`config.mk`:
```
export PLATFORM = sky130hd
export DESIGN_NAME = programmable_crc_engine
export DESIGN_NICKNAME = d
export VERILOG_FILES = /design/src/rtl/crc_shift_step.v /design/src/rtl/programmable_crc_engine.v
export VERILOG_INCLUDE_DIRS = /design/src /design/src/rtl
export SDC_FILE = /design/constraint.sdc
export NUM_CORES = 1
export LEC_CHECK = 0
export ABC_AREA = 1
export BUFFER_PORTS_ARGS = -buffer_cell sky130_fd_sc_hd__clkbuf_2
export CORE_AREA = 3 3 203 155
export DETAILED_ROUTE_END_ITERATION = 8
export DIE_AREA = 0 0 206 158
export MAX_ROUTING_LAYER = met4
export PLACE_DENSITY_LB_ADDON = 0.25
export SLEW_MARGIN = 20
export SYNTH_ARGS = -nofsm -noshare
export SYNTH_HDL_FRONTEND = slang
export SYNTH_HIERARCHICAL = 1
export SYNTH_SLANG_ARGS = --single-unit
```
`constraint.sdc`:
```
create_clock -name aclk -period 3.8 [get_ports aclk]
set_input_delay 0 -clock aclk [delete_from_list [all_inputs] [get_ports aclk]]
set_output_delay 0 -clock aclk [all_outputs]
set_load 0.005 [all_outputs]
```
`src/rtl/crc_engine_regs.vh`:
```
// Register offsets, field positions, reset values and timing constants
// for the programmable CRC engine. Definitions only.
`ifndef CRC_ENGINE_REGS_VH
`define CRC_ENGINE_REGS_VH

// Byte offsets on the AXI4-Lite register bus
`define OFS_CRC_CONTROL      5'h00
`define OFS_FEEDBACK_POLY    5'h04
`define OFS_DATA_INPUT       5'h08
`define OFS_SHIFT_RESULT     5'h0C
`define OFS_POWER_STATE      5'h10

// Control register fields
`define CTL_STOP_IDLE        13
`define CTL_VWC_HI           12
`define CTL_VWC_LO           8
`define CTL_FULL             7
`define CTL_EMPTY            6
`define CTL_RUN              4
`define CTL_LEN_HI           3
`define CTL_LEN_LO           0
`define CTL_DONE_FLAG        14
`define CTL_DONE_EN          15

// Reset values
`define RST_CRC_CONTROL      16'h0040
`define RST_FEEDBACK_POLY    16'h0000
`define RST_DATA_INPUT       16'h0000
`define RST_SHIFT_RESULT     16'h0000

// Length codes
`define LEN_5BIT             4'h4
`define LEN_7BIT             4'h6
`define LEN_10BIT            4'h9
`define LEN_16BIT            4'hF

// AXI responses
`define RESP_OKAY            2'h0
`define RESP_SLVERR          2'h2

// Shift clock is twice the bus clock: two bits per aclk cycle
`define BITS_PER_CYCLE       2

`endif

```
`src/rtl/crc_shift_step.v`:
```
// One-bit MSb-first CRC reduction step for a selectable polynomial length.
// Assumes length-minus-one encoding of the length code.
`timescale 1ns/1ps
`default_nettype none

module crc_shift_step (
  input  wire [15:0] remainder_in,  // Remainder before this bit
  input  wire        data_bit,      // Message bit entering
  input  wire [15:0] poly,          // Coefficients, bit 0 implied one
  input  wire [3:0]  len_code,      // Length minus one
  output reg  [15:0] remainder_out  // Remainder after this bit
);

  reg        top_bit;   // Outgoing bit at the selected length
  reg [15:0] len_mask;  // Mask of valid remainder bits
  reg [15:0] shifted;   // Remainder moved up one place

  // Shift, feed message bit, fold polynomial when top bit was one
  always @* begin
    top_bit       = remainder_in[len_code];
    len_mask      = 16'hFFFF >> (4'hF - len_code);
    shifted       = {remainder_in[14:0], 1'b0};
    remainder_out = shifted ^ {15'h0000, data_bit};
    if (top_bit) begin
      remainder_out = remainder_out ^ {poly[15:1], 1'b1};
    end
    remainder_out = remainder_out & len_mask;
  end

endmodule // crc_shift_step

`default_nettype wire

```
`src/rtl/programmable_crc_engine.v`:
```
// Programmable CRC engine with 8-deep input FIFO and AXI4-Lite registers.
// Assumes one clock; power state is set by software in a register.
//
// What this block does
// - 5/7-bit lengths use low byte bits only
// - Code 04h selects 5, 06h selects 7
// - Code 0Fh selects 16, whole words
// - 10/12-bit lengths use low word bits
// - Code 09h selects 10-bit polynomial
// - Sleep freezes engine, resumes in place
// - Idle runs normally when stop bit clear
// - Idle with stop bit acts as Sleep
// - Control register layout, reset 0040
// - Polynomial bit 0 zero; other registers reset zero
// - Shift when run and count nonzero; flag
// - Write into full FIFO restarts it, except in a cycle that loads a word
// - Two bits per bus clock, MSb first
//
// The implementer's own choices: the AXI4-Lite slave port and the address map.
`timescale 1ns/1ps
`default_nettype none
`include "crc_engine_regs.vh"

module programmable_crc_engine #(
  parameter DEPTH = 8  // FIFO entries
) (
  input  wire        aclk,
  input  wire        aresetn,
  input  wire [4:0]  s_axi_awaddr,
  input  wire        s_axi_awvalid,
  output reg         s_axi_awready,
  input  wire [31:0] s_axi_wdata,
  input  wire [3:0]  s_axi_wstrb,
  input  wire        s_axi_wvalid,
  output reg         s_axi_wready,
  output reg  [1:0]  s_axi_bresp,
  output reg         s_axi_bvalid,
  input  wire        s_axi_bready,
  input  wire [4:0]  s_axi_araddr,
  input  wire        s_axi_arvalid,
  output reg         s_axi_arready,
  output reg  [31:0] s_axi_rdata,
  output reg  [1:0]  s_axi_rresp,
  output reg         s_axi_rvalid,
  input  wire        s_axi_rready,
  output reg         irq
);

  // Configuration and state
  reg        stop_in_idle;      // Freeze in Idle when set
  reg        run_bit;           // Software start
  reg [3:0]  poly_length_code;  // Length minus one
  reg        done_irq_flag;     // Sticky completion flag
  reg        done_irq_enable;   // Gates flag onto irq
  reg [15:0] feedback_polynomial;
  reg [15:0] data_input_port;   // Last word written
  reg [15:0] shift_result;      // Remainder / checksum
  reg        sleep_mode;        // Power state: Sleep
  reg        idle_mode;         // Power state: Idle
  // FIFO storage, declared here as it is small and local
  reg [15:0] fifo_mem [0:DEPTH-1];
  reg [2:0]  wr_ptr;
  reg [2:0]  rd_ptr;
  reg [4:0]  valid_word_count;
  reg        fifo_full_flag;
  reg        fifo_empty_flag;
  // Shift engine
  reg [15:0] shreg;         // Word being shifted out
  reg [4:0]  bits_left;     // Bits of current word remaining
  reg        busy;          // Word loaded in engine
  // Bus slave staging
  reg        aw_held;
  reg [4:0]  aw_addr;
  reg        w_held;
  reg [31:0] w_data;
  reg [3:0]  w_strb;
  wire [15:0] ctrl_view;
  wire [15:0] in_mask;     // Data bits above the length count as zero
  wire [15:0] rem_mid;
  wire [15:0] rem_end;
  wire        frozen;
  wire        narrow;
  wire [4:0]  data_bits;
  wire        do_write;
  wire        wr_ctrl;
  wire        wr_poly;
  wire        wr_data;
  wire        wr_res;
  wire        wr_pwr;
  wire        load_word;
  wire        shifting;
  wire        last_step;

  // Merge a byte-strobed write onto a 16-bit register
  function [15:0] merge16;
    input [15:0] old;
    input [31:0] wd;
    input [3:0]  ws;
    begin
      merge16 = {ws[1] ? wd[15:8] : old[15:8],
                 ws[0] ? wd[7:0]  : old[7:0]};
    end
  endfunction

  // Control word as seen by software
  assign ctrl_view = {done_irq_enable, done_irq_flag, stop_in_idle,
                      valid_word_count, fifo_full_flag, fifo_empty_flag,
                      1'b0, run_bit, poly_length_code};
  // Sleep always freezes; Idle only when stop bit set
  assign frozen = sleep_mode | (idle_mode & stop_in_idle);
  // Short lengths take bytes; longer ones take words
  assign narrow = (poly_length_code < 4'h8);
  assign data_bits = narrow ? 5'd8 : 5'd16;
  assign in_mask = 16'hFFFF >> (4'hF - poly_length_code);

  // Write decode on the full address: misaligned writes have no effect
  assign do_write = aw_held & w_held & ~s_axi_bvalid;
  assign wr_ctrl  = do_write & (aw_addr == `OFS_CRC_CONTROL);
  assign wr_poly  = do_write & (aw_addr == `OFS_FEEDBACK_POLY);
  assign wr_data  = do_write & (aw_addr == `OFS_DATA_INPUT);
  assign wr_res   = do_write & (aw_addr == `OFS_SHIFT_RESULT);
  assign wr_pwr   = do_write & (aw_addr == `OFS_POWER_STATE);
  // Start a word when running, idle engine, data present
  assign load_word = ~frozen & run_bit & ~busy &
                     (valid_word_count != 5'd0);
  assign shifting  = ~frozen & busy;
  assign last_step = shifting & (bits_left <= 5'd2);

  // Two reduction steps per clock: shift clock is double rate
  crc_shift_step u_step0 (
    .remainder_in  (shift_result),
    .data_bit      (shreg[15]),
    .poly          (feedback_polynomial),
    .len_code      (poly_length_code),
    .remainder_out (rem_mid)
  );
  crc_shift_step u_step1 (
    .remainder_in  (rem_mid),
    .data_bit      (shreg[14]),
    .poly          (feedback_polynomial),
    .len_code      (poly_length_code),
    .remainder_out (rem_end)
  );

  // AXI write address and data acceptance, either order
  always @(posedge aclk) begin
    if (!aresetn) begin
      aw_held       <= 1'b0;
      aw_addr       <= 5'h00;
      w_held        <= 1'b0;
      w_data        <= 32'h00000000;
      w_strb        <= 4'h0;
      s_axi_awready <= 1'b0;
      s_axi_wready  <= 1'b0;
      s_axi_bvalid  <= 1'b0;
      s_axi_bresp   <= `RESP_OKAY;
    end else begin
      s_axi_awready <= ~aw_held & ~s_axi_awready & s_axi_awvalid;
      s_axi_wready  <= ~w_held & ~s_axi_wready & s_axi_wvalid;
      if (s_axi_awvalid & s_axi_awready) begin
        aw_held <= 1'b1;
        aw_addr <= s_axi_awaddr;
      end
      if (s_axi_wvalid & s_axi_wready) begin
        w_held <= 1'b1;
        w_data <= s_axi_wdata;
        w_strb <= s_axi_wstrb;
      end
      // Response once both halves taken
      if (do_write) begin
        aw_held      <= 1'b0;
        w_held       <= 1'b0;
        s_axi_bvalid <= 1'b1;
        s_axi_bresp  <= (aw_addr[4:2] > 3'd4 || aw_addr[1:0] != 2'b00) ?
                        `RESP_SLVERR : `RESP_OKAY;
      end else if (s_axi_bvalid & s_axi_bready) begin
        s_axi_bvalid <= 1'b0;
      end
    end
  end

  // AXI read channel; data input reads as zero (write-only)
  always @(posedge aclk) begin
    if (!aresetn) begin
      s_axi_arready <= 1'b0;
      s_axi_rvalid  <= 1'b0;
      s_axi_rdata   <= 32'h00000000;
      s_axi_rresp   <= `RESP_OKAY;
    end else begin
      s_axi_arready <= ~s_axi_arready & ~s_axi_rvalid & s_axi_arvalid;
      if (s_axi_arvalid & s_axi_arready) begin
        s_axi_rvalid <= 1'b1;
        s_axi_rresp  <= `RESP_OKAY;
        case (s_axi_araddr) // Misaligned reads fall to the refusal
          `OFS_CRC_CONTROL:   s_axi_rdata <= {16'h0000, ctrl_view};
          `OFS_FEEDBACK_POLY: s_axi_rdata <= {16'h0000, feedback_polynomial};
          `OFS_DATA_INPUT:    s_axi_rdata <= 32'h00000000;
          `OFS_SHIFT_RESULT:  s_axi_rdata <= {16'h0000, shift_result};
          `OFS_POWER_STATE:   s_axi_rdata <= {30'h0, idle_mode, sleep_mode};
          default: begin
            s_axi_rdata <= 32'h00000000;
            s_axi_rresp <= `RESP_SLVERR;
          end
        endcase
      end else if (s_axi_rvalid & s_axi_rready) begin
        s_axi_rvalid <= 1'b0;
      end
    end
  end

  // Configuration registers
  always @(posedge aclk) begin
    if (!aresetn) begin
      stop_in_idle        <= 1'b0;
      run_bit             <= 1'b0;
      poly_length_code    <= 4'h0;
      done_irq_enable     <= 1'b0;
      feedback_polynomial <= `RST_FEEDBACK_POLY;
      sleep_mode          <= 1'b0;
      idle_mode           <= 1'b0;
    end else begin
      if (wr_ctrl) begin
        if (w_strb[0]) begin
          run_bit          <= w_data[`CTL_RUN];
          poly_length_code <= w_data[`CTL_LEN_HI:`CTL_LEN_LO];
        end
        if (w_strb[1]) begin
          stop_in_idle    <= w_data[`CTL_STOP_IDLE];
          done_irq_enable <= w_data[`CTL_DONE_EN];
        end
      end
      // Bit 0 is not stored and reads zero
      if (wr_poly) begin
        feedback_polynomial <= merge16(feedback_polynomial, w_data, w_strb)
                               & 16'hFFFE;
      end
      if (wr_pwr & w_strb[0]) begin
        sleep_mode <= w_data[0];
        idle_mode  <= w_data[1];
      end
    end
  end

  // FIFO pointers, count and flags; overflow write restarts FIFO unless a word loads that cycle
  always @(posedge aclk) begin
    if (!aresetn) begin
      wr_ptr           <= 3'd0;
      rd_ptr           <= 3'd0;
      valid_word_count <= 5'd0;
      fifo_full_flag   <= 1'b0;
      fifo_empty_flag  <= 1'b1;
      data_input_port  <= `RST_DATA_INPUT;
    end else begin
      if (wr_data & fifo_full_flag & ~load_word) begin
        fifo_mem[0]      <= merge16(data_input_port, w_data, w_strb);
        wr_ptr           <= 3'd1;
        rd_ptr           <= 3'd0;
        valid_word_count <= 5'd1;
        fifo_full_flag   <= 1'b0;
        fifo_empty_flag  <= 1'b0;
      end else begin
        if (wr_data) begin
          fifo_mem[wr_ptr] <= merge16(data_input_port, w_data, w_strb);
          wr_ptr           <= wr_ptr + 3'd1;
        end
        if (load_word) begin
          rd_ptr <= rd_ptr + 3'd1;
        end
        // Up on write, down on transfer
        case ({wr_data, load_word})
          2'b10: valid_word_count <= valid_word_count + 5'd1;
          2'b01: valid_word_count <= valid_word_count - 5'd1;
          default: valid_word_count <= valid_word_count;
        endcase
        fifo_full_flag <= (valid_word_count == DEPTH - 1) & wr_data
                          & ~load_word | fifo_full_flag & ~load_word;
        fifo_empty_flag <= (valid_word_count == 5'd1) & load_word
                           & ~wr_data | (fifo_empty_flag & ~wr_data);
      end
      if (wr_data) begin
        data_input_port <= merge16(data_input_port, w_data, w_strb);
      end
    end
  end

  // Shift engine: load word then reduce two bits per cycle
  always @(posedge aclk) begin
    if (!aresetn) begin
      shreg        <= 16'h0000;
      bits_left    <= 5'd0;
      busy         <= 1'b0;
      shift_result <= `RST_SHIFT_RESULT;
    end else begin
      if (load_word) begin
        // Left-align the low bits so the MSb of the word leaves first
        shreg     <= narrow ? {fifo_mem[rd_ptr][7:0] & in_mask[7:0], 8'h00}
                            : fifo_mem[rd_ptr] & in_mask;
        bits_left <= data_bits;
        busy      <= 1'b1;
      end else if (shifting) begin
        shreg        <= {shreg[13:0], 2'b00};
        shift_result <= rem_end;
        bits_left    <= bits_left - 5'd2;
        if (last_step) begin
          busy <= 1'b0;
        end
      end else if (wr_res & ~run_bit) begin
        // Direct preload only while stopped
        shift_result <= merge16(shift_result, w_data, w_strb);
      end
    end
  end

  // Done flag: count falls to zero; overflow restart never sets it
  always @(posedge aclk) begin
    if (!aresetn) begin
      done_irq_flag <= 1'b0;
      irq           <= 1'b0;
    end else begin
      // Set wins over a simultaneous software clear
      if (load_word & (valid_word_count == 5'd1) & ~wr_data) begin
        done_irq_flag <= 1'b1;
      end else if (wr_ctrl & w_strb[1] & ~w_data[`CTL_DONE_FLAG]) begin
        done_irq_flag <= 1'b0;
      end
      // Pending events still reach irq while frozen
      irq <= done_irq_flag & done_irq_enable;
    end
  end

endmodule // programmable_crc_engine

`default_nettype wire

```
## Word-level counts from Yosys, hierarchy flattened

Memory sizes are Yosys's and may differ from the RTL's. A register that Yosys moved wholly into a read port is not among the register bits.
Index checks and enable logic that the tools add are counted.

- Shift operators: 1
- Muxes and demuxes: 47
- Reduce and logical (&&, ||, !) cells: 27
- Multiply operators: 0
- Equality and inequality tests: 12
- Divide/modulo/power cells: 0
- Bitwise gates (word level): 62
- Add/subtract/negate cells: 6
- $lt $le $gt $ge: 4

Operator list:

| kind | number |
|---|---|
| $mux 16 | 8 |
| $pmux 16 s4 | 1 |
| $and 16x16->16 | 3 |
| $and 1x1->1 | 37 |
| $mux 8 | 4 |
| $xor 16x1->16 | 2 |
| $xor 16x16->16 | 2 |
| $mux 1 | 23 |
| $reduce_bool 2->1 | 11 |
| $eq 5x4->1 const B | 4 |
| $reduce_or 16->1 | 1 |
| $shr 16x4->16 const A | 1 |
| $eq 5x3->1 const B | 3 |
| $mux 5 | 3 |
| $not 1->1 | 14 |
| $eq 5x5->1 const B | 2 |
| $logic_not 5->1 | 2 |
| $pmux 5 s2 | 1 |
| $reduce_and 2->1 | 5 |
| $mux 3 | 3 |
| $and 8x8->8 | 1 |
| $bmux 1 s4 | 2 |
| $add 3x1->3 const B | 2 |
| $reduce_and 3->1 | 2 |
| other kinds (18) | 22 |

- Bits in writable memories: 128
- Output and inout port bits: 42
- Memories: 1
- Bits in latches: 0
- Bits in read-only memories: 0
- Bits in registers: 159
- Logic and storage cells: 196

Memory list:

| name | depth | bits a word | read ports | clocked after memory_dff | write ports | line | RTL |
|---|---|---|---|---|---|---|---|
| fifo_mem | 8 | 16 | 1 | 1 | 1 | programmable_crc_engine.v:61 | `reg [15:0] fifo_mem [0:DEPTH-1];` |

## Longest topological paths before layout

Gate-level depths: netlist of run 1.

- Depth in word-level cells: 13
- Gate-level depth with buffers: 26

## Modules after synthesis

The synthesis of run 1 kept the hierarchy.

Modules (own cells, without submodules):

| module | times used | area an instance (um2) | cells each | seq. area each (um2) |
|---|---|---|---|---|
| programmable_crc_engine | 1 | 11832.6 | 1399 | 6706.4 |
| crc_shift_step | 2 | 730.7 | 145 | 0.0 |

## Worst setup path before layout of run 1

Ideal clock, no wire load.

- Path kind: register -> register
- Start: reg poly_length_code[0]
- End: reg shift_result[14]
- Buffers on the path: 2
- Setup slack: 1.153 ns
- Period minus slack after synthesis: 2.647 ns
- Stages on the path, launching flop included: 25
- Setup time: 0.070 ns
- Arrival time: 2.576 ns
- Data required time: 3.730 ns
- Path through: dfxtp_1 -> inv_1 -> nand2_1 -> nand3_1 -> nand3_1 -> nand2_2 -> nor2_4 -> buf_6 -> nand2_1 -> a21oi_1 -> inv_1 -> nand2_1 -> nand3_1 -> nand2_1 -> nand2_1 -> nand2_2 -> inv_1 -> nand2_2 -> buf_6 -> nand2_1 -> a21oi_2 -> nand2_1 -> o21ai_0 -> nand2_1 -> a21oi_1

- Longest elaborated chain between the ends: 9
- Elaborated cells between the ends (all ways): 13
- Those cells by class: 1 x add/sub; 1 x shift; 7 x mux; 4 x bitwise

Ends and longest elaborated chain:

| item | line | RTL |
|---|---|---|
| from (decl) | programmable_crc_engine.v:52 | `reg [3:0] poly_length_code;` |
| from (signal assigned) | programmable_crc_engine.v:225 | `` poly_length_code <= w_data[`CTL_LEN_HI:`CTL_LEN_LO]; `` |
| branches (longest 3 deep; another with $sub 4x4->4) | - |  |
| $and 16x16->16 (*) | crc_shift_step.v:27 | `remainder_out = remainder_out & len_mask;` |
| net rem_mid[12] | programmable_crc_engine.v:79 | `wire [15:0] rem_mid;` |
| $bmux 1 s4 (*) | crc_shift_step.v:20 | `top_bit = remainder_in[len_code];` |
| $mux 1 (not written as such) (*) | crc_shift_step.v:20 |  |
| $mux 16 (*) | crc_shift_step.v:24 | `if (top_bit) begin` |
| $and 16x16->16 (*) | crc_shift_step.v:27 |  |
| net rem_end[14] | programmable_crc_engine.v:80 | `wire [15:0] rem_end;` |
| $mux 16 (*) | programmable_crc_engine.v:300 | `end else if (shifting) begin` |
| to (signal assigned) | programmable_crc_engine.v:292 | `` shift_result <= `RST_SHIFT_RESULT; `` |
| to (signal assigned) | programmable_crc_engine.v:302 | `shift_result <= rem_end;` |
| to (signal assigned) | programmable_crc_engine.v:309 | `shift_result <= merge16(shift_result, w_data, w_strb);` |
| to (decl) | programmable_crc_engine.v:57 | `reg [15:0] shift_result;` |

Mark *: on every way through the listed nets, which the timed path passes. The select of a mux whose other input is x is not followed.
A chain may end at the register's enable or synchronous reset.

## Worst setup path in the final report of run 1

- Start: reg poly_length_code[1]
- End: reg shift_result[4]

Same word-level chain as after synthesis.

==> metrics, run 1 <==
Total GRT Usage=0.2318; CTS tree=yes; die area=approximately 33000 um2; # DRC=0; clock latency on the worst-skew pair=0.56 ns; FF-to-FF setup slack=roughly 0.37 ns; largest net degree at the start of global routing=65; ys flop type=dfxtp_1; register area share after synthesis=0.5045; Hold Crit Start=s_axi_araddr[0]; average footprint of a synthesized cell=around 7.9 um2; H-Tree Depth=1; pwr dens=between 400 and 500 nW/um2; first-pass GRT wire length=roughly 57 mm; Worst Clk Skew=0.02745 ns; Die Span Y=~160 um; CP Launch Type=flop; clock root buffer master=clkbuf_16; Switching Share=0.2089; Syn-to-layout area delta=14.56%; worst flop-to-flop path endpoint=shift_result[4]$_SDFFE_PN0P_; Max Cap Viol=0; switching power=1.291 mW; worst r2r src=poly_length_code[1]$_SDFFE_PN0P_; Flop pwr share=0.499; antenna violations before repair=0; critical path class=reg -> reg; IO Port Bufs=just under 60; Combinational Power Share=0.027; IO Pins=95; Post-synth EDFFs=128; fin crit share=0.9021; Max IR drop VDD=0.0003627 V; Synth async-reset ratio=0; drt initial violations=roughly 1200; met1 usage=0.3477; wire length per cell=16.75 um; grt ovf=0; Detailed Place HPWL=between 20 and 25 mm; WP data arrival=3.91 ns; clk buf depth=3; final WL=approximately 37 mm; Chip Width=between 200 and 250 um; CTS Buf Count=29; hold path cells=6; Tightest Hold Check Type=in -> reg; Power Internal=4.887 mW; busiest grt layer=met1; # setup viols final=0; Synth cell types=43; CP Max Fanout=16; clock-pin slew on the worst setup and hold paths=about 0.070 ns; gpl congestion=about 0.96; Slew Limit Fails=0; worst-margin pin slew=roughly 1 ns; Post-Syn Instances=between 1500 and 2000; DR pass1 iterations=6; Crit. End Element=flop; Yosys reg bits=approximately 270; final net count=around 1800; layout cell share with drive strength beyond 1=0.09978; grt met2 use=0.3287; Hold Path End=s_axi_rdata[3]$_SDFFE_PN0P_; met3 GRT Util=0.04707; Mapped Area=roughly 13000 um2; fin crit period=around 3.4 ns; Placed Cells=2093; Ant. Diodes=0; row count=between 50 and 60; vias in the first global route=10290; Setup Fix Bufs, Post-CTS=0; Fmax achieved=291.7 MHz; RSZ-0062 raised after global routing=false; non-filler cells, final=~2200; setup TNS=0 ns; Starting Density=0.4534; Final Hold Fails=0; worst path required time=between 4 and 5 ns; CORE AREA=between 20000 and 30000 um2; status=finished clean; DR vias/cell=about 5.2; Yosys warnings=6; reg2reg path depth=22; TritonCTS Sinks=approximately 270; antenna viol nets, final=0; via count=roughly 11000; Leak=between 6 and 7 nW; Slew HR=0.3283; clock power share=0.474
[logic make-up (layout without fill, tap and decap cells)]
family,count (synthesis),after routing,share of synthesized area
adder cells (fa/ha/maj),9,9,0.008471
XOR/XNOR,36,36,0.02372
multiplexers,1,1,0.0007530
other,1,18,0.0002821
flip-flops,271,271,0.5045
buffers and inverters,311,399,0.1029
AO/OA/AOI/OAI,295,295,0.1150
AND/OR/NAND/NOR,765,765,0.2444
[layer usage]
layer	share of wire	vias up
li1	-	5605
met1	0.48	5234
met2	0.42	398
met3	0.090	46
met4	0.016	0
met5	0	-
[layout by cell type (no fill, tap or decap), types with 2 or more instances in the layout]
master and instances:
nand2_1 470, nor3_2 2, nand3_1 151, bufinv_16 3, o21ai_0 121, nor2_1 96
clkbuf_2 59, a31oi_1 2, conb_1 18, nor2_2 3, inv_2 6, inv_1 205
clkinv_2 4, nor3_1 13, nor2_4 3, clkbuf_16 30, ha_1 9, nor2_8 2
edfxtp_1 128, clkbuf_8 6, clkbuf_1 2, nand2_2 12, dfxtp_1 142, xor2_1 34
a21oi_2 4, clkinv_1 8, a21oi_1 143, dlygate4sd3_1 39, o211ai_1 11, o22ai_1 2
buf_4 34, nand4_2 2, or2_2 2, o21ai_1 10, nand4_1 5, xnor2_1 2
[cell type report]
class | count | area (um2)
fill | 2766 | 14090
sequential | 271 | 6708
multi-input combinational | 1124 | 5284
timing repair buffer | 131 | 935.9
clock buffer | 40 | 853.3
inverter | 214 | 805.8
tap | 392 | 490.5
clock inverter | 14 | 152.6
[power by group through the flow]
stage	sequential [mW]	clock, mW	combinational, mW
6_report	3.08	2.93	0.165
2_1_floorplan	3.12	0	0.101
5_1_grt	3.08	3.10	0.187
4_1_cts	3.08	2.98	0.162
3_3_place_gp	3.14	0	0.129
3_5_place_dp	3.14	0	0.131
[critical path, cell delays in order, from the launching register on]
cell and delay (ns):
dfxtp_1 0.57, inv_2 0.15, nand3_1 0.12, nand2_1 0.06, nand2_1 0.08, nand2_2 0.08, nor2_4 0.37, nand2_1 0.13
a21oi_1 0.32, inv_1 0.07, nand2_1 0.07, nand3_1 0.08, nand2_1 0.08, nand2_1 0.06, nand2_2 0.09, inv_1 0.05
nand2_2 0.30, nand2_1 0.09, a21oi_1 0.19, nand2_1 0.11, nand2_1 0.08, nand2_1 0.05, a21oi_1 0.12
[worst max-delay path by stage]
stage                     slack, ns                       endpoint                              from
after floorplan                1.15  shift_result[14]$_SDFFE_PN0P_  poly_length_code[0]$_SDFFE_PN0P_
final                          0.37   shift_result[4]$_SDFFE_PN0P_  poly_length_code[1]$_SDFFE_PN0P_
after detailed placement       0.51   shift_result[4]$_SDFFE_PN0P_  poly_length_code[3]$_SDFFE_PN0P_
after CTS                      0.46   shift_result[4]$_SDFFE_PN0P_  poly_length_code[1]$_SDFFE_PN0P_
after global placement         0.55   shift_result[5]$_SDFFE_PN0P_  poly_length_code[3]$_SDFFE_PN0P_
after global routing           0.03   shift_result[4]$_SDFFE_PN0P_  poly_length_code[3]$_SDFFE_PN0P_
[stage by stage]
step	hold WS, ns	setup slack, ns	instance area [um2]	util	power [mW]
after floorplan	0.1274	1.153	13360	-	3.226
after global placement	0.2316	0.5525	13830	0.4718	3.272
after detailed placement	0.2372	0.5143	13830	0.4718	3.275
after CTS	0.06300	0.4607	15230	0.5194	6.219
after global routing	0.1416	0.03495	15230	0.5194	6.370
final	0.09638	0.3720	15230	0.5194	6.178
[timing repair]
action / 4_1_cts / 5_1_grt
hold buffers: 39 / 0
resized for setup: 0 / 0
endpoints found under the hold margin: 70 / 0
[cell usage after synthesis (2+ instances only)]
library cell | count | area [um2]
buf_1 | 3 | 11.26
clkinv_1 | 2 | 7.510
o211ai_1 | 11 | 82.58
nor2_1 | 96 | 360.4
nor2_8 | 2 | 40.04
buf_2 | 23 | 115.1
inv_2 | 6 | 22.52
o21ai_1 | 6 | 30.03
ha_1 | 9 | 112.6
a21oi_1 | 143 | 715.7
xnor2_1 | 2 | 17.52
nand2_1 | 470 | 1764
nand3_1 | 151 | 755.7
clkbuf_1 | 38 | 142.6
or2_2 | 2 | 12.51
clkbuf_8 | 2 | 27.53
buf_6 | 10 | 112.6
nor2_2 | 3 | 18.77
xor2_1 | 34 | 297.8
dfxtp_1 | 143 | 2863
a31oi_1 | 2 | 12.51
nor3_1 | 13 | 65.06
inv_1 | 205 | 769.5
clkbuf_2 | 2 | 10.01
nand4_2 | 2 | 25.02
a21oi_2 | 4 | 35.03
nand2_2 | 12 | 75.07
o21ai_0 | 125 | 625.6
o22ai_1 | 2 | 12.51
nand4_1 | 5 | 31.28
nor2_4 | 3 | 33.78
edfxtp_1 | 128 | 3844
buf_4 | 19 | 142.6
nor3_2 | 2 | 20.02
[sequential cells by signal, indices dropped and copies added, names as in the netlist, 2 cells and up, named ones only]
name                 cells
fifo_mem               128
data_input_port         16
s_axi_rdata             16
shift_result            16
shreg                   16
w_data                  16
feedback_polynomial     15
aw_addr                  5
valid_word_count         5
bits_left                4
poly_length_code         4
rd_ptr                   3
wr_ptr                   3
w_strb                   2
Power figures use the tool's default switching activity.
==> run 2, diff against run 1 <==
- ABC_AREA: 1 -> unset
- CORE_AREA: 3 3 203 155 -> 3 3 210 161
- DIE_AREA: 0 0 206 158 -> 0 0 213 164
==> metrics, run 2 <==
Die Span Y=between 150 and 200 um; TritonCTS Sinks=271; Setup Fix Bufs, Post-CTS=0; via count=10360; clock root buffer master=clkbuf_16; Biggest register=fifo_mem; Synth area leaders=edfxtp_1 (29%), dfxtp_1 (21%), mux2i_1 (6.7%), nand2_1 (4.7%), mux4_2 (3.9%); Yosys warnings=6; CP Launch Type=flop; Final Hold Fails=0; Total GRT Usage=0.2178; critical path class=reg -> reg; Slew Limit Fails=0; CP Max Fanout=6; status=finished clean; mux contribution to synthesized area=0.1337; Starting Density=0.4166; Synth async-reset ratio=0; die area=~35000 um2; reg2reg path depth=11; worst setup path end=shift_result[3]$_SDFFE_PN0P_; Synth area leader=edfxtp_1; Crit. End Element=flop; IO Port Bufs=58; Chip Width=~210 um; Ant. Diodes=0; DR pass1 iterations=6; RSZ-0062 raised after global routing=false; vias in the first global route=around 9700; final net count=~1400; worst-path cell chain=mux4_2 > nand2b_1 > a2111oi_0 > a311oi_1 > mux4_2 > and2_4 > a211o_1 > a311oi_1 > nand2_1 > nand3_1 > o211a_1; Final Hold Slack=0.01398 ns; first-pass GRT wire length=57.44 mm; Placed Cells=between 1500 and 2000; Hold Crit Start=s_axi_araddr[3]; post-synthesis simple-gate area fraction=0.1612; clock latency on the worst-skew pair=roughly 0.58 ns; Fmax achieved=roughly 280 MHz; WP depth=11; fin crit period=~3.6 ns; worst-margin pin slew=between 0.9 and 1 ns; Detailed Place HPWL=~26 mm; XOR/XNOR share of the synthesized area=0.005252; pwr dens=around 380 nW/um2; gpl congestion=about 0.96; Synth Area in Adders=0.008440; Synth cell types=a little under 80; most instantiated cells after synthesis=nand2_1 (166), dfxtp_1 (143), edfxtp_1 (128), mux2i_1 (89), nand3_1 (85); Synth Area in Compound Gates=0.1418; most frequent cell after synthesis=nand2_1; fin crit share=0.9527; grt ovf=0; FF-to-FF setup slack=around 0.18 ns; # DRC=0; ys flop type=dfxtp_1; DR vias/cell=around 5.7; Max Cap Viol=0; family with the most delay on the worst path=compound AO/OA/AOI/OAI gates; IO Pins=95; CTS tree=yes; clk buf depth=3; setup TNS=0 ns; antenna viol nets, final=0; H-Tree Depth=1; worst path required time=4.32 ns; CTS Buf Count=28; Leak=5.620 nW; WP data arrival=between 4 and 5 ns; Worst Clk Skew=roughly 0.042 ns; worst flop-to-flop path endpoint=shift_result[3]$_SDFFE_PN0P_; commonest non-fill, non-tap cell in the layout=nand2_1; largest net degree at the start of global routing=81; Crit-path slowest cell=mux4_2; max reg flops=around 130; clock-pin slew on the worst setup and hold paths=0.06 ns; antenna violations before repair=0; wire length per cell=20.63 um; Slew HR=0.3599; # setup viols final=0; Syn-to-layout area delta=17.13%; main combinational cell family by area after synthesis=simple AND/OR/NAND/NOR gates; Max IR drop VDD=roughly 0.00034 V; Post-Syn Instances=about 1300; most frequent cells in the layout=nand2_1 (166), dfxtp_1 (140), edfxtp_1 (128), mux2i_1 (89), nand3_1 (85); worst r2r src=poly_length_code[1]$_SDFFE_PN0P_; worst path buffer plus inverter count=0; non-filler cells, final=between 1500 and 2000; Crit. Startpoint=poly_length_code[1]$_SDFFE_PN0P_; average footprint of a synthesized cell=approximately 11 um2; Yosys reg bits=271; Mapped Area=about 13000 um2; final WL=37.27 mm; CORE AREA=roughly 32000 um2; register area share after synthesis=0.5027; layout cell share with drive strength beyond 1=0.1730; Tightest Hold Check Type=in -> reg; Max stage delay on crit path=0.60 ns; row count=57; drt initial violations=962; Synth top area share=0.2881; Post-synth EDFFs=between 100 and 150
==> run 2: cell count changes after synthesis, sizes merged, moves of 63 or more <==
cell	previous run	this run
a21oi	147	27
nand3	153	87
mux2i	1	89
inv	212	11
nand2	482	166
nor2	104	41
==> run 2: logic make-up (layout without fill, tap and decap cells) <==
logic type | Yosys count | after routing
other | 1 | 18
muxes | 144 | 144
adders and majority gates | 9 | 9
xor gates and xnor gates | 8 | 8
AOI/OAI and AO/OA | 272 | 272
and+or+nand+nor | 432 | 432
DFF | 271 | 271
buffers and inverters | 114 | 239
==> run 2: per-stage QoR <==
| stage | power, mW | util | worst slack, ns | area (um2) |
|---|---|---|---|---|
| after detailed placement | 3.241 | 0.4404 | 0.1739 | 14100 |
| after global placement | 3.239 | 0.4404 | 0.2198 | 14100 |
| after global routing | 6.104 | 0.4880 | 0.01014 | 15630 |
| after floorplan | 3.205 | - | 0.3109 | 13410 |
| final | 5.886 | 0.4880 | 0.1798 | 15630 |
| after CTS | 5.950 | 0.4878 | 0.1644 | 15620 |
==> run 2: repair_timing <==
item | CTS | global route
hold buffers | 61 | 0
endpoints found under the hold margin | 49 | 0
resized for setup | 0 | 3
endpoints found under the setup margin | 0 | 5
==> run 2: cell type report <==
class / instances / area (um2)
flip-flops and latches: 271 / 6710
repair buffers: 176 / 1344
inverters: 11 / 41.29
clock buffers: 31 / 721.9
clock inverters: 21 / 182.7
well taps: 413 / 516.7
fillers: 2869 / 16390
multi-input cells: 883 / 6111
==> run 2: report_power, final <==
part / switching, mW / internal, mW / total [mW]
clock: 1.15 / 1.51 / 2.66
sequential: 0.0237 / 3.04 / 3.07
combinational: 0.0763 / 0.0791 / 0.155
total: 1.25 / 4.63 / 5.89
==> run 2: layer usage <==
layer	vias up	GRT usage	wire, um
met4	0	0.04140	656
li1	4854	-	-
met2	398	0.3011	15610
met3	58	0.05156	3106
met1	5054	0.3263	17900
met5	-	-	0
==> run 2: how the worst min path moves through the flow <==
stage	endpoint	cells past startpoint	slack [ns]
2_1_floorplan	s_axi_arready$_SDFF_PN0_	2	0.13
3_3_place_gp	w_data[4]$_SDFFE_PN0P_	3	0.24
3_5_place_dp	w_data[2]$_SDFFE_PN0P_	3	0.25
4_1_cts	s_axi_rdata[3]$_SDFFE_PN0P_	3	0.01
5_1_grt	s_axi_rdata[3]$_SDFFE_PN0P_	3	0.06
6_report	s_axi_rdata[3]$_SDFFE_PN0P_	3	0.01
==> run 2: worst min-delay path, stage by stage <==
cell and delay (ns):
clkbuf_2 0.23, o21ai_0 0.22, a22o_1 0.11
==> run 3, diff against run 2 <==
- PLACE_DENSITY: unset -> 0.7
- PLACE_DENSITY_LB_ADDON: 0.25 -> unset
==> metrics, run 3 (synthesized netlist as in run 2, its figures left out) <==
status=finished clean; final WL=approximately 37 mm; CTS Buf Count=28; Worst Clk Skew=0.01816 ns; Fmax achieved=roughly 280 MHz; Detailed Place HPWL=~25 mm; worst path buffer plus inverter count=1; vias in the first global route=between 9000 and 10000; Slew HR=0.3651; Max Cap Viol=0; Final Hold Fails=0; FILL cells=around 2900; Power Internal=about 4.7 mW; Total GRT Usage=0.2157; drt initial violations=roughly 1100; wire length per cell=between 20 and 25 um; pwr dens=~380 nW/um2; RSZ-0062 raised after global routing=false; switching power=1.264 mW; layout cell share with drive strength beyond 1=0.1723; family with the most delay on the worst path=multiplexers; first-pass GRT wire length=57.51 mm; Final Core Density=0.4875; Pwr Total=about 6 mW; DR vias/cell=a little under 6; WP data arrival=between 4 and 5 ns; row count=57; max reg flops=around 130; antenna viol nets, final=0; IO Port Bufs=58; CORE AREA=32020 um2; CTS tree=yes; critical path class=reg -> reg; Placed Instance Area=approximately 14000 um2; Max stage delay on crit path=~0.60 ns; H-Tree Depth=1; gpl congestion=about 0.96; final net count=1427; hold path cells=6; Die Span Y=about 160 um; Max IR drop VDD=around 0.00037 V; setup TNS=0 ns; DR pass1 iterations=5; CP Launch Type=flop; largest net degree at the start of global routing=70; worst-margin pin slew=approximately 0.95 ns; Leak=roughly 5.6 nW; Final Hold Slack=between 0.05 and 0.06 ns; reg2reg path depth=12; post-route cell area=roughly 16000 um2; IO Pins=95; # setup viols final=0; Crit-path slowest cell=mux4_2; Syn-to-layout area delta=17.01%; grt ovf=0; commonest non-fill, non-tap cell in the layout=nand2_1; CP Max Fanout=11; Flop pwr share=0.512; clock latency on the worst-skew pair=around 0.56 ns; clock root buffer master=clkbuf_16; worst-path cell chain=mux4_2 > and2_1 > a211o_1 > a311oi_1 > mux4_2 > buf_4 > nand3_1 > o211ai_1 > mux2_1 > nand2_1 > nand3_1 > o211a_1; Ant. Diodes=0; # DRC=0; Crit. End Element=flop; TritonCTS Sinks=between 200 and 300; fin crit share=0.9436; via count=between 10000 and 15000; worst path required time=roughly 4.2 ns; antenna violations before repair=1; die area=~35000 um2; WP depth=12; fin crit period=roughly 3.6 ns; clk buf depth=3; Tightest Hold Check Type=in -> reg; Slew Limit Fails=0; Combinational Power Share=0.026; Switching Share=0.2112; most frequent cells in the layout=nand2_1 (166), dfxtp_1 (139), edfxtp_1 (128), mux2i_1 (89), nand3_1 (85); Starting Density=0.4166; Chip Width=around 210 um; clock power share=0.462; clock-pin slew on the worst setup and hold paths=approximately 0.060 ns; Biggest register=fifo_mem
[run 3: cell types whose count changed in the layout (fill, tap and decap cells not counted), moves of 2 or more]
cell and change:
buf_4 -4, dlygate4sd3_1 -4, clkinv_1 -3, clkbuf_8 +2
buf_6 +2, clkinv_2 -2, clkbuf_1 +3
[run 3: cell type report]
type,count,area [um2],share of cell area
clock buffer,38,790.8,0.05065
clock inverter,14,148.9,0.009538
inverter,11,41.29,0.002645
multi-input combinational,883,6106,0.3911
sequential,271,6711,0.4299
tap,413,516.7,0.03310
timing repair buffer,170,1296,0.08303
[run 3: worst min-delay path, cell delays in order]
cell	delay [ns]
clkbuf_2	0.13
nor3_1	0.10
nand2_1	0.10
o22ai_1	0.09
nor2_1	0.09
nor3b_1	0.06
[run 3: repair_timing]
action / in CTS / in global routing
endpoints found under the setup margin: 0 / 6
resized for setup: 0 / 6
endpoints found under the hold margin: 50 / 0
buffers inserted: 0 / 2
hold buffers: 57 / 0
[run 3: power by group through the flow]
stage	registers [mW]	logic, mW	clock network [mW]
detailed placement	3.13	0.114	0
finish	3.06	0.157	2.76
floorplan	3.11	0.0902	0
global placement	3.13	0.113	0
CTS	3.06	0.151	2.80
global route	3.06	0.172	2.92
[run 3: routing by layer]
| metal | part of all wire | track usage | wire (um) |
|---|---|---|---|
| met1 | 0.45 | 0.3101 | 16860 |
| met2 | 0.43 | 0.3099 | 16090 |
| met3 | 0.090 | 0.05098 | 3355 |
| met4 | 0.021 | 0.04866 | 777 |
| met5 | 0 | - | 0 |
[run 3: stage by stage]
stage / std cells / setup WS (ns)
floorplan: 1268 / 0.3109
global placement: 1689 / 0.1955
detailed placement: 1689 / 0.1410
CTS: 1798 / 0.1227
global route: 1800 / 0.01960
finish: 1800 / 0.2142
[run 3: worst paths after layout]
check | start | endpoint | slack, ns
max | poly_length_code[0]$_SDFFE_PN0P_ | shift_result[6]$_SDFFE_PN0P_ | 0.21
min | s_axi_araddr[4] | s_axi_rdata[1]$_SDFFE_PN0P_ | 0.05
max reg2reg | poly_length_code[0]$_SDFFE_PN0P_ | shift_result[6]$_SDFFE_PN0P_ | 0.21
min reg2reg | data_input_port[14]$_SDFFE_PN0P_ | data_input_port[14]$_SDFFE_PN0P_ | 0.45
